File: src/hdl/pfi_pkg.sv
// package for the fault interrupt mask and suspend status block
package pfi_pkg;
    localparam logic [7:0] ADDR_MASK_LDO_V   = 8'h17;
    localparam logic [7:0] ADDR_MASK_SW_V   = 8'h18;
    localparam logic [7:0] ADDR_MASK_PEAK   = 8'h19;
    localparam logic [7:0] ADDR_SUSPEND     = 8'h1A;
    localparam logic [7:0] MASK_RESET       = 8'h00;
    localparam logic [7:0] SUSPEND_RESET    = 8'h00;
    localparam logic [7:0] READ_IDLE        = 8'h00;
    localparam int         NUM_EVENTS       = 24;
    localparam int         SUSP_UNUSED_BIT  = 7;

    // register access request from the serial control bus core
    typedef struct packed {
        logic       wrStrobe;
        logic       rdStrobe;
        logic [7:0] addr;
        logic [7:0] wrData;
    } pfi_req_s;

    // per unit suspend causes, bit order matches the status register
    typedef struct packed {
        logic       chip;
        logic       boost;
        logic       buck;
        logic [3:0] reg4to1;
    } pfi_susp_s;
endpackage

File: src/hdl/pfi_irq_mask.sv
// fault interrupt masking and suspend status registers
//
// Contract
// first mask: bits7-4 reg OV, 3-0 UV
// mask 0 passes event, 1 blocks it
// second mask bits7-4 switcher OV/UV
// second mask bits3-0 regulator overcurrent
// third mask bits7-6 peak current
// third mask bits5-2 input lockouts
// third mask bit1 shutdown, bit0 warning
// suspend bit6 whole chip suspended
// suspend bits5/4 boost and buck
// suspend bits3-0 regulators 4 to 1
// suspend read-only, reset 0, bit7 unused
// flags latched elsewhere, cleared by read
// live status kept outside, no latching
// irq low when unmasked flag set
// all masks reset to zero
`timescale 1ns/1ps
`default_nettype none
module pfi_irq_mask
    import pfi_pkg::*;
(
    // clock and reset
    input  wire logic                  clk,
    input  wire logic                  rst_b,
    // register access from the serial bus core
    input  wire pfi_req_s              req,
    output var  logic [7:0]            rdData,
    output var  logic                  rdValid,
    // latched interrupt flags, same bit order as the three masks
    input  wire logic [NUM_EVENTS-1:0] irqFlags,
    // suspend causes from the sequencer
    input  wire logic [6:0]            suspendIn,
    // interrupt pin, active low
    output var  logic                  irq_out_n
);
    logic [7:0]            irqMaskLdoVoltage;
    logic [7:0]            irqMaskSwitcherVoltageLdoCurrent;
    logic [7:0]            irqMaskPeakInputThermal;
    logic [7:0]            suspendState;
    logic [NUM_EVENTS-1:0] maskAll;
    logic [NUM_EVENTS-1:0] passed;
    logic [7:0]            next_rdData;
    pfi_susp_s             suspCause;

    // mask registers, written from the bus, reset to unmasked
    always_ff @(posedge clk) begin
        if (!rst_b) begin
            irqMaskLdoVoltage                <= MASK_RESET;
            irqMaskSwitcherVoltageLdoCurrent <= MASK_RESET;
            irqMaskPeakInputThermal          <= MASK_RESET;
        end else if (req.wrStrobe) begin
            case (req.addr)
                ADDR_MASK_LDO_V: irqMaskLdoVoltage <= req.wrData;
                ADDR_MASK_SW_V:  irqMaskSwitcherVoltageLdoCurrent <= req.wrData;
                ADDR_MASK_PEAK:  irqMaskPeakInputThermal <= req.wrData;
                default: begin
                end
            endcase
        end
    end

    // suspend causes viewed as named units
    assign suspCause = suspendIn;

    // suspend status register mirrors the causes live, top bit held zero
    always_ff @(posedge clk) begin
        if (!rst_b) begin
            suspendState <= SUSPEND_RESET;
        end else begin
            suspendState <= {1'b0, suspCause};
        end
    end

    // per event gating of flags by mask bits
    assign maskAll = {irqMaskPeakInputThermal, irqMaskSwitcherVoltageLdoCurrent, irqMaskLdoVoltage};
    genvar gi;
    generate
        for (gi = 0; gi < NUM_EVENTS; gi++) begin : gEvt
            assign passed[gi] = irqFlags[gi] & ~maskAll[gi];
        end
    endgenerate

    // interrupt pin driven low on any unmasked flag
    always_ff @(posedge clk) begin
        if (!rst_b) begin
            irq_out_n <= 1'b1;
        end else begin
            irq_out_n <= ~(|passed);
        end
    end

    // read data mux, writes to the status register are ignored
    always_comb begin
        case (req.addr)
            ADDR_MASK_LDO_V: next_rdData = irqMaskLdoVoltage;
            ADDR_MASK_SW_V:  next_rdData = irqMaskSwitcherVoltageLdoCurrent;
            ADDR_MASK_PEAK:  next_rdData = irqMaskPeakInputThermal;
            ADDR_SUSPEND:    next_rdData = suspendState;
            default:         next_rdData = READ_IDLE;
        endcase
    end

    // registered read answer, one cycle after the strobe
    always_ff @(posedge clk) begin
        if (!rst_b) begin
            rdData  <= READ_IDLE;
            rdValid <= 1'b0;
        end else begin
            rdValid <= req.rdStrobe;
            rdData  <= req.rdStrobe ? next_rdData : READ_IDLE;
        end
    end
endmodule
`default_nettype wire

File: config.mk
export PLATFORM = sky130hd
export DESIGN_NAME = pfi_irq_mask
export DESIGN_NICKNAME = d
export VERILOG_FILES = /design/src/hdl/pfi_pkg.sv /design/src/hdl/pfi_irq_mask.sv
export SDC_FILE = /design/constraint.sdc
export NUM_CORES = 1
export LEC_CHECK = 0
export BUFFER_PORTS_ARGS = -buffer_cell sky130_fd_sc_hd__buf_2
export CAP_MARGIN = 10
export CORE_MARGIN = 4
export CORE_UTILIZATION = 32
export DETAILED_ROUTE_END_ITERATION = 10
export PLACE_DENSITY = 0.59
export SYNTH_ARGS = -nofsm -noshare
export SYNTH_HDL_FRONTEND = slang
export SYNTH_SLANG_ARGS = --single-unit
File: constraint.sdc
create_clock -name clk -period 3.86 [get_ports clk]
set_input_delay 0.386 -clock clk [delete_from_list [all_inputs] [get_ports clk]]
set_output_delay 0.386 -clock clk [all_outputs]
set_load 0.005 [all_outputs]
==> metrics, run 1 <==
Tot GR Track Use=0.151; Compound-Gate Fraction of Synth Area=0.199; worst setup path category=input port to register; Multi-input gate area=898 um2; outcome=finished clean; Max Clk Rate=460 MHz; Post-Synth XOR/XNOR Area=0; RePlAce Congestion=0.809; Yosys cell types=31; number of global-route vias before repair=1708; hold path depth=2; DRT antenna net count=0; post-CTS sizing=0; post-synthesis mux area share=0.0537; sequential fraction of the synthesis area=0.440; Storage cell area=821 um2; clock skew=0.00533 ns; syn nets=264; Worst Path Max Fanout=16; CTS tree=built; Layout fillers=between 500 and 600; crit share post-route=0.563; Synth area leaders=dfxtp_1 (44%), mux2i_1 (5.4%), inv_1 (4.6%), nand2_1 (4.6%), nand3_1 (4.0%); row cnt=27; area share of the largest cell type after synthesis=0.440; gr ovfl total=0; vias per cell=roughly 5; synthesized flop and latch total=41; Layout area overhead=22.6%; Startpoint Class=input port; first-pass detailed-route iteration total=4; first-pass GRT wire length=about 8500 um; largest family of logic cells by synthesized area=simple AND/OR/NAND/NOR gates; Final Slew Violations=0; Leak=0.000951 uW; Synth Area in Simple Gates=0.229; clk sink count=41; CP max stage delay=0.88 ns; DRC Markers=0; DR WL/cell=15.3 um; TritonCTS Buffers=5; Final setup violation count=0; RSZ-0062 raised after global routing=no; Root Driver=clkbuf_8; Clock Latency Late Sink=just under 0.3 ns; Worst EP arrival=2.33 ns; post-detail-place hpwl=around 3900 um; Max Cap Viol=0; Max clock buf depth=2; Synth area leader=dfxtp_1; cts hold-fix bufs=0; CP cell instances=buf_2, or4b_1, or4_1, nand3_1, o21ai_2; DRT iter0 DRCs=111; overall die area=7110 um2; Power Density=approximately 340 nW/um2; Synth warnings=0; Primary FF master, synth=dfxtp_1; Worst Reg-to-Reg Cells=3; Mapped Cells=approximately 210; Antenna diodes=0; post-CTS setup repair buffer count=0; largest net degree at the start of global routing=42; I/O Pins=61; Post-synth EDFFs=0; crit path buf inv count=1; CP Capture Type=register; Syn Std Cell Area=1860 um2; Hold Vio Cnt, Final=0; Worst EP required=4.02 ns; Synth Area in Adders=0; Worst-Margin Slew=around 0.83 ns; min cycle time layout=2.17 ns; Cell Count Post-Placement=333; antenna violations before repair=0; initial core utilization=0.334; CTS clk-pin slew, worst paths=0.08 ns; Total Routed Length=5200 um; Nets=319; Hold WC Path Type=input port to register; VDD IR-drop max=133 uV; Syn Area/Cell=8.75 um2; Via Count=1706; Finished Layout Cells=between 300 and 400; DIE WIDTH=~84 um; DIE HEIGHT=84.3 um; I/O Buffers=60; setup TNS=0 ns; Rel. slew slack=0.444; share of layout cells above drive strength 1=0.295; core region area=5570 um2; critical path depth=5; flop2flop setup slack=~2.5 ns; ys async rst share=0; slowest CP cell=or4_1; Largest delay share family, worst path=simple AND/OR/NAND/NOR gates; H-tree levels=2
[logic make-up after synthesis]
group,count (synthesis)
and+or+nand+nor,74
AOI/OAI and AO/OA,52
DFF,41
buffers and inverters,36
muxes,10
[routing by layer]
layer	GRT usage	up-vias	share of wire
met1	0.188	789	0.44
met5	0	-	0
met4	0.0687	0	0.016
li1	-	848	-
met2	0.242	62	0.47
met3	0.0432	7	0.070
[power breakdown]
group          internal (uW)  switching (uW)
Sequential               428            1.73
Combinational           33.4            37.2
Clock                    142             138
Total                    603             177
[layout make-up]
type	instances	area share
clock buffers	7	0.0378
inverters	24	0.0394
multi-input cells	136	0.393
flip-flops and latches	41	0.359
well taps	72	0.0394
repair buffers	60	0.131
[cells in the mapped netlist, drive strengths merged (2+ instances only)]
master,instances
a21boi,8
a21oi,9
a22o,6
a22oi,6
and2,9
buf,4
clkbuf,8
dfxtp,41
inv,24
mux2i,10
nand2,23
nand2b,2
nand3,17
nor2b,10
o21ai,8
o22ai,12
or4,6
[stage by stage]
stage	util	cell area (um2)	hold slack, ns	worst slack (ns)	power (uW)
global placement	0.395	2200	0.461	1.42	510
detailed placement	0.395	2200	0.463	1.37	511
floorplan	-	1860	0.445	1.83	472
CTS	0.410	2290	0.290	1.68	789
finish	0.410	2290	0.293	1.69	780
global route	0.410	2290	0.290	1.57	817
[worst paths after layout]
kind | start | end
worst max-delay path | req[13] | irqMaskSwitcherVoltageLdoCurrent[2]$_SDFFE_PN0P_
worst min-delay path | suspendIn[6] | suspendState[6]$_SDFF_PN0_
worst max register to register | irqMaskSwitcherVoltageLdoCurrent[5]$_SDFFE_PN0P_ | irq_out_n$_SDFF_PN1_
worst min register to register | irqMaskSwitcherVoltageLdoCurrent[6]$_SDFFE_PN0P_ | irqMaskSwitcherVoltageLdoCurrent[6]$_SDFFE_PN0P_
[cell usage in the layout (no fill, tap or decap), types with 2 or more instances in the layout]
cell type,count
a21boi_1,8
a22o_1,6
a21oi_1,9
o22ai_1,12
nand3_2,2
inv_1,23
a22oi_1,6
mux2i_1,10
nand2b_1,2
nor2b_1,10
nand3_1,15
or4_1,6
and2_1,9
o21ai_2,8
dfxtp_1,41
buf_2,60
nand2_1,23
clkbuf_8,6
[registers in the layout, indices dropped and copies added, names as in the netlist]
register	flops
irq_out_n	1
irqMaskLdoVoltage	8
suspendState	7
irqMaskPeakInputThermal	8
irqMaskSwitcherVoltageLdoCurrent	8
rdValid	1
rdData	8
No activity file was read; power rests on OpenSTA's default activity.
==> inputs of run 2 (changes only) <==
- ABC_AREA: unset -> 1
- PLACE_DENSITY: 0.59 -> 0.6
- clock period: 3.86 -> 1.9 ns (I/O delays scaled with it)
==> metrics, run 2 <==
outcome=finished clean; area share of the largest cell type after synthesis=0.391 (-0.0493); flop2flop setup slack=0.85 ns (-1.62 ns); VDD IR-drop max=396 uV (+200%); sequential fraction of the synthesis area=0.391 (-0.0493); Cell Int Power=1310 uW (+120%); Max Cap Viol=0 (unchanged); Primary FF master, synth=dfxtp_1; Final Slew Violations=0 (unchanged); CP Capture Type=register; Synth area leaders=dfxtp_1 (39%), nand2_1 (19%), nor2_1 (12%), nand3_1 (7.2%), inv_1 (7.0%); first-pass detailed-route iteration total=4 (unchanged); WL met1=2630 um (+14%); DRT iter0 DRCs=101 (-9.0%); Switch Pwr=393 uW (+120%); Syn Area/Cell=6.56 um2 (-25%); crit path launch=irqMaskPeakInputThermal[5]$_SDFFE_PN0P_; crit share post-route=0.552; I/O Pins=61 (unchanged); Worst-Margin Slew=0.376 ns (-0.455 ns); DRC Markers=0 (unchanged); CTS tree=built; Worst Reg-to-Reg Cells=8 (+5); Hold Vio Cnt, Final=0 (unchanged); post-CTS setup repair buffer count=0 (unchanged); DIE WIDTH=89 um (+5.5%); Reg-to-Reg End=irq_out_n$_SDFF_PN1_; Mapped Cells=320 (+50%); RePlAce Congestion=0.810 (+0.21%); initial core utilization=0.331 (-0.00382); clock power share=0.399 (+0.040); clock skew=0.00478 ns (-0.000554 ns); Design Power=1710 uW (+120%); cts hold-fix bufs=0 (unchanged); Via Count=2001 (+17%); Power Density=673 nW/um2 (+97%); Yosys cell types=21 (-32%); clk sink count=41 (unchanged); Nets=431 (+35%); Reg-to-Reg Start=irqMaskPeakInputThermal[5]$_SDFFE_PN0P_; Post-synth EDFFs=0 (unchanged); Max Clk Rate=954 MHz; routed length on met2=2500 um (+2.1%); Worst EP arrival=1.29 ns (-1.04 ns); min cycle time layout=1.05 ns; share of layout cells above drive strength 1=0.237 (-0.0579); final hold slack=0.0756 ns (-0.217 ns); gr ovfl total=0 (unchanged); Clock Latency Late Sink=0.29 ns (about the same); critical path endpoint=irq_out_n$_SDFF_PN1_; Layout area overhead=20.9%; hold path start=suspendIn[3]; H-tree levels=2 (unchanged); Rel. slew slack=0.749 (+0.306); Synth warnings=0 (unchanged); leading cell type in the layout, fill and taps excluded=nand2_1; TritonCTS Buffers=5 (unchanged); Combinational Power Share=0.089 (about the same); syn nets=371 (+41%); first-pass GRT wire length=8690 um (+2.0%); DR WL/cell=12.2 um (-20%); post-detail-place hpwl=4400 um (+14%); switch share=0.230 (+0.00341); Antenna diodes=0 (unchanged); most frequent cells in the layout=nand2_1 (106), nor2_1 (67), buf_2 (60), dfxtp_1 (41), inv_1 (39); Root Driver=clkbuf_8; Final setup violation count=0 (unchanged); placed inst area=2430 um2 (+11%); most common cell in the netlist=nand2_1; vias per cell=4.38 (-13%); Worst Path Max Fanout=2 (-14); worst setup path category=register to register; Syn Std Cell Area=2100 um2 (+13%); antenna violations before repair=0 (unchanged); Synth area leader=dfxtp_1; synthesized flop and latch total=41 (unchanged); RSZ-0062 raised after global routing=no; setup TNS=0 ns (unchanged); Total Routed Length=5580 um (+7.4%); overall die area=7920 um2 (+11%); core region area=6350 um2 (+14%); Final Cell Area=2540 um2 (+11%); metal3 WL=367 um (+0.27%); DIE HEIGHT=89 um (+5.5%); Post-synth top cells=nand2_1 (106), nor2_1 (67), dfxtp_1 (41); Leak=0.00147 uW (+54%); Sequential Power Share=0.512 (-0.039); Startpoint Class=register; number of global-route vias before repair=1813 (+6.1%); Worst EP required=2.14 ns (-1.88 ns); ys async rst share=0 (unchanged); DRT antenna net count=0 (unchanged); row cnt=29 (+7.4%); largest net degree at the start of global routing=24 (-43%); Tot GR Track Use=0.146 (-0.00529); I/O Buffers=60 (unchanged); CTS clk-pin slew, worst paths=0.08 ns (about the same); Max clock buf depth=2 (unchanged); Hold WC Path Type=input port to register; post-CTS sizing=0 (unchanged); Top Metal Used=met4; final core occ=0.400 (-0.0103)
run 2: changes by cell type after synthesis, moves of 9 or more:
| cell | previous run | this run |
|---|---|---|
| nand2_1 | 23 | 106 |
| nor2_1 | 1 | 67 |
| inv_1 | 23 | 39 |
| nand3_1 | 15 | 30 |
| o22ai_1 | 12 | 0 |
| mux2i_1 | 10 | 0 |
| nand2_2 | 0 | 10 |
| nor2b_1 | 10 | 0 |
| a21oi_1 | 9 | 0 |
| and2_1 | 9 | 0 |
run 2: cell type report:
class | instances | area (um2)
clock inverter | 2 | 35.0
tap | 77 | 96.3
clock buffer | 5 | 68.8
inverter | 41 | 154
sequential | 41 | 821
timing repair buffer | 62 | 315
fill | 696 | 3810
multi-input combinational | 229 | 1050
run 2: cell families after synthesis:
logic type | after synthesis | synth area share
AOI/OAI and AO/OA | 6 | 0.0179
DFF | 41 | 0.391
buffers and inverters | 50 | 0.110
and+or+nand+nor | 223 | 0.482
run 2: power by group through the flow:
stage               registers (uW)  clock network, uW  logic (uW)
floorplan                      893                  0        74.9
global placement               894                  0         151
detailed placement             894                  0         153
CTS                            874                701         154
global route                   874                742         170
finish                         874                682         152
run 2: worst min-delay path by stage:
| stage | end | slack, ns | cells after the start |
|---|---|---|---|
| final | suspendState[3]$_SDFF_PN0_ | 0.08 | 3 |
| after global routing | suspendState[3]$_SDFF_PN0_ | 0.06 | 3 |
| after CTS | suspendState[3]$_SDFF_PN0_ | 0.06 | 3 |
| after detailed placement | suspendState[3]$_SDFF_PN0_ | 0.38 | 3 |
| after global placement | suspendState[2]$_SDFF_PN0_ | 0.37 | 3 |
| after floorplan | suspendState[0]$_SDFF_PN0_ | 0.29 | 2 |
run 2: per-layer routing:
metal | up-vias | GRT usage
met5 | - | 0
met4 | 0 | 0.0487
met3 | 6 | 0.0396
met2 | 67 | 0.229
met1 | 856 | 0.194
li1 | 1072 | -
run 2: metrics by stage:
stage	cells	worst slack, ns
detailed placement	450	0.548
global route	457	0.702
finish	457	0.851
global placement	450	0.564
floorplan	320	0.882
CTS	457	0.845
run 2: worst max-delay path, cell delays in order (launching register included):
cell	delay [ns]
dfxtp_1	0.35
inv_1	0.07
nand2_1	0.05
nand2_1	0.05
nor2_1	0.19
nand2_1	0.08
nor2_1	0.11
nand2_1	0.06
nand2_1	0.05
==> inputs of run 3 (changes only) <==
- PLACE_DENSITY: 0.6 -> 0.58
- clock period: 1.9 -> 1 ns (I/O delays scaled with it)
==> metrics, run 3 (synthesis gave the netlist of run 2 again) <==
Tot GR Track Use=0.146 (+0.000270); Final Slew Violations=0 (unchanged); Finished Layout Cells=482 (+5.5%); CP Capture Type=register; WL met1=2600 um (-0.99%); first-pass detailed-route iteration total=4 (unchanged); metal3 WL=391 um (+6.5%); Sequential Power Share=0.544 (+0.032); RSZ-0062 raised after global routing=yes; Power Density=1100 nW/um2 (+64%); Worst-Margin Slew=0.225 ns (-0.151 ns); slowest CP cell=dfxtp_2; Leak=0.00160 uW (+8.6%); Top Metal Used=met4; crit share post-route=0.932 (+0.380); CP cell instances=inv_1, nand2_1, nand2_1, nor2_1, nand2_1, nor2_2, nand2_1, nand2_1; DIE HEIGHT=89 um (unchanged); VDD IR-drop max=714 uV (+80%); Hold Vio Cnt, Final=0 (unchanged); largest net degree at the start of global routing=34 (+42%); Startpoint Class=register; Post-Place Setup Slack=-0.114 ns (-0.662 ns); Cell Count Post-Placement=466 (+3.6%); Rel. slew slack=0.850 (+0.101); Hold WC Path Type=input port to register; placed inst area=2580 um2 (+6.0%); Nets=455 (+5.6%); Max Clk Rate=1070 MHz (+13%); Switch Pwr=769 uW (+96%); Root Driver=clkbuf_8; Layout area overhead=31.8%; CTS clk-pin slew, worst paths=0.08 ns (about the same); post-detail-place hpwl=4500 um (+2.3%); H-tree levels=2 (unchanged); Final Cell Area=2770 um2 (+9.0%); routed length on met2=2560 um (+2.4%); DRT antenna net count=0 (unchanged); vias per cell=4.28 (-2.2%); CP max stage delay=0.34 ns (about the same); Max clock buf depth=2 (unchanged); RePlAce Congestion=0.851 (+5.0%); setup slack after layout=0.0680 ns (-0.783 ns); row cnt=29 (unchanged); most frequent cells in the layout=nand2_1 (105), nor2_1 (65), buf_2 (60), inv_1 (33), nand3_1 (30); Via Count=2065 (+3.2%); min cycle time layout=0.932 ns (-0.117 ns); outcome=finished clean; Total Routed Length=5620 um (+0.70%); Max Cap Viol=0 (unchanged); clock skew=0.00569 ns (+0.000909 ns); Layout fillers=684 (-1.7%); Cell Int Power=2280 uW (+73%); TritonCTS Buffers=5 (unchanged); final hold slack=0.00408 ns (-0.0715 ns); worst setup path category=register to register; Worst path most repeated cell=nand2_1; core region area=6350 um2 (unchanged); initial core utilization=0.331 (unchanged); DR WL/cell=11.7 um (-4.5%); I/O Buffers=60 (unchanged); clk sink count=41 (unchanged); Worst EP required=1.24 ns (-0.90 ns); DRT iter0 DRCs=100 (-0.99%); CTS tree=built; DRC Markers=0 (unchanged); gr ovfl total=0 (unchanged); crit path buf inv count=1 (unchanged); number of global-route vias before repair=1873 (+3.3%); Largest delay share family, worst path=simple AND/OR/NAND/NOR gates; clock power share=0.350 (-0.049); antenna violations before repair=0 (unchanged); first-pass GRT wire length=8890 um (+2.4%); overall die area=7920 um2 (unchanged); leading cell type in the layout, fill and taps excluded=nand2_1; Combinational Power Share=0.106 (+0.017); Antenna diodes=0 (unchanged); Worst Path Max Fanout=2 (unchanged); share of layout cells above drive strength 1=0.336 (+0.0990); switch share=0.252 (+0.0221); I/O Pins=61 (unchanged); Clock Latency Late Sink=0.29 ns (about the same); DIE WIDTH=89 um (unchanged); Worst EP arrival=1.17 ns (-0.12 ns); Final setup violation count=0 (unchanged)
[run 3: cell count changes in the layout (fill, tap and decap cells not counted), moves of 2 or more]
cell           before  now
nor2_1             67   65
dfxtp_1            41   24
inv_1              39   33
nor2_2              1    3
dfxtp_2             0   17
dlygate4sd3_1       0    5
buf_12              0    2
buf_4               2   19
inv_2               2    8
[run 3: power by group through the flow]
stage	combinational (uW)	sequential [uW]	clock [uW]
floorplan	142	1700	0
global placement	307	1700	0
detailed placement	309	1700	0
CTS	327	1660	1090
global route	358	1660	1150
finish	322	1660	1070
[run 3: worst register-to-register path, cell delays in order (launching register included)]
cell,delay [ns]
dfxtp_2,0.34
inv_1,0.06
nand2_1,0.05
nand2_1,0.05
nor2_1,0.10
nand2_1,0.09
nor2_2,0.09
nand2_1,0.06
nand2_1,0.05
[run 3: stage by stage]
step | setup TNS [ns] | total power [uW] | util
finish | 0 | 3050 | 0.436
global route | -0.0398 | 3170 | 0.436
CTS | 0 | 3080 | 0.428
floorplan | 0 | 1840 | -
detailed placement | -2.49 | 2010 | 0.406
global placement | -2.10 | 2010 | 0.406
[run 3: final cells by class]
cell class,count,area [um2],area share
Tap cell,77,96.3,0.0348
Multi-Input combinational cell,229,1060,0.382
Sequential cell,41,842,0.304
Clock inverter,3,17.5,0.00633
Inverter,41,154,0.0556
Timing Repair Buffer,86,533,0.193
Clock buffer,5,68.8,0.0249
[run 3: layer usage]
metal | track usage | vias to the layer above
met1 | 0.195 | 884
met3 | 0.0267 | 5
met2 | 0.244 | 52
met4 | 0.0365 | 0
li1 | - | 1124
met5 | 0 | -
[run 3: what timing repair did]
item                                    in CTS  in global routing
endpoints found under the setup margin       1                  1
gates resized for setup                      2                 24
hold buffers                                 5                  0
pin swaps                                    0                  6
buffers inserted                             0                  3
endpoints found under the hold margin        5                  0
[run 3: final timing paths]
path,startpoint,end,slack (ns),cells past startpoint
setup reg to reg,irqMaskPeakInputThermal[6]$_SDFFE_PN0P_,irq_out_n$_SDFF_PN1_,0.07,8
hold / removal,suspendIn[2],suspendState[2]$_SDFF_PN0_,0.004,3
hold reg to reg,irqMaskLdoVoltage[1]$_SDFFE_PN0P_,irqMaskLdoVoltage[1]$_SDFFE_PN0P_,0.51,2
setup / recovery,irqMaskPeakInputThermal[6]$_SDFFE_PN0P_,irq_out_n$_SDFF_PN1_,0.07,8
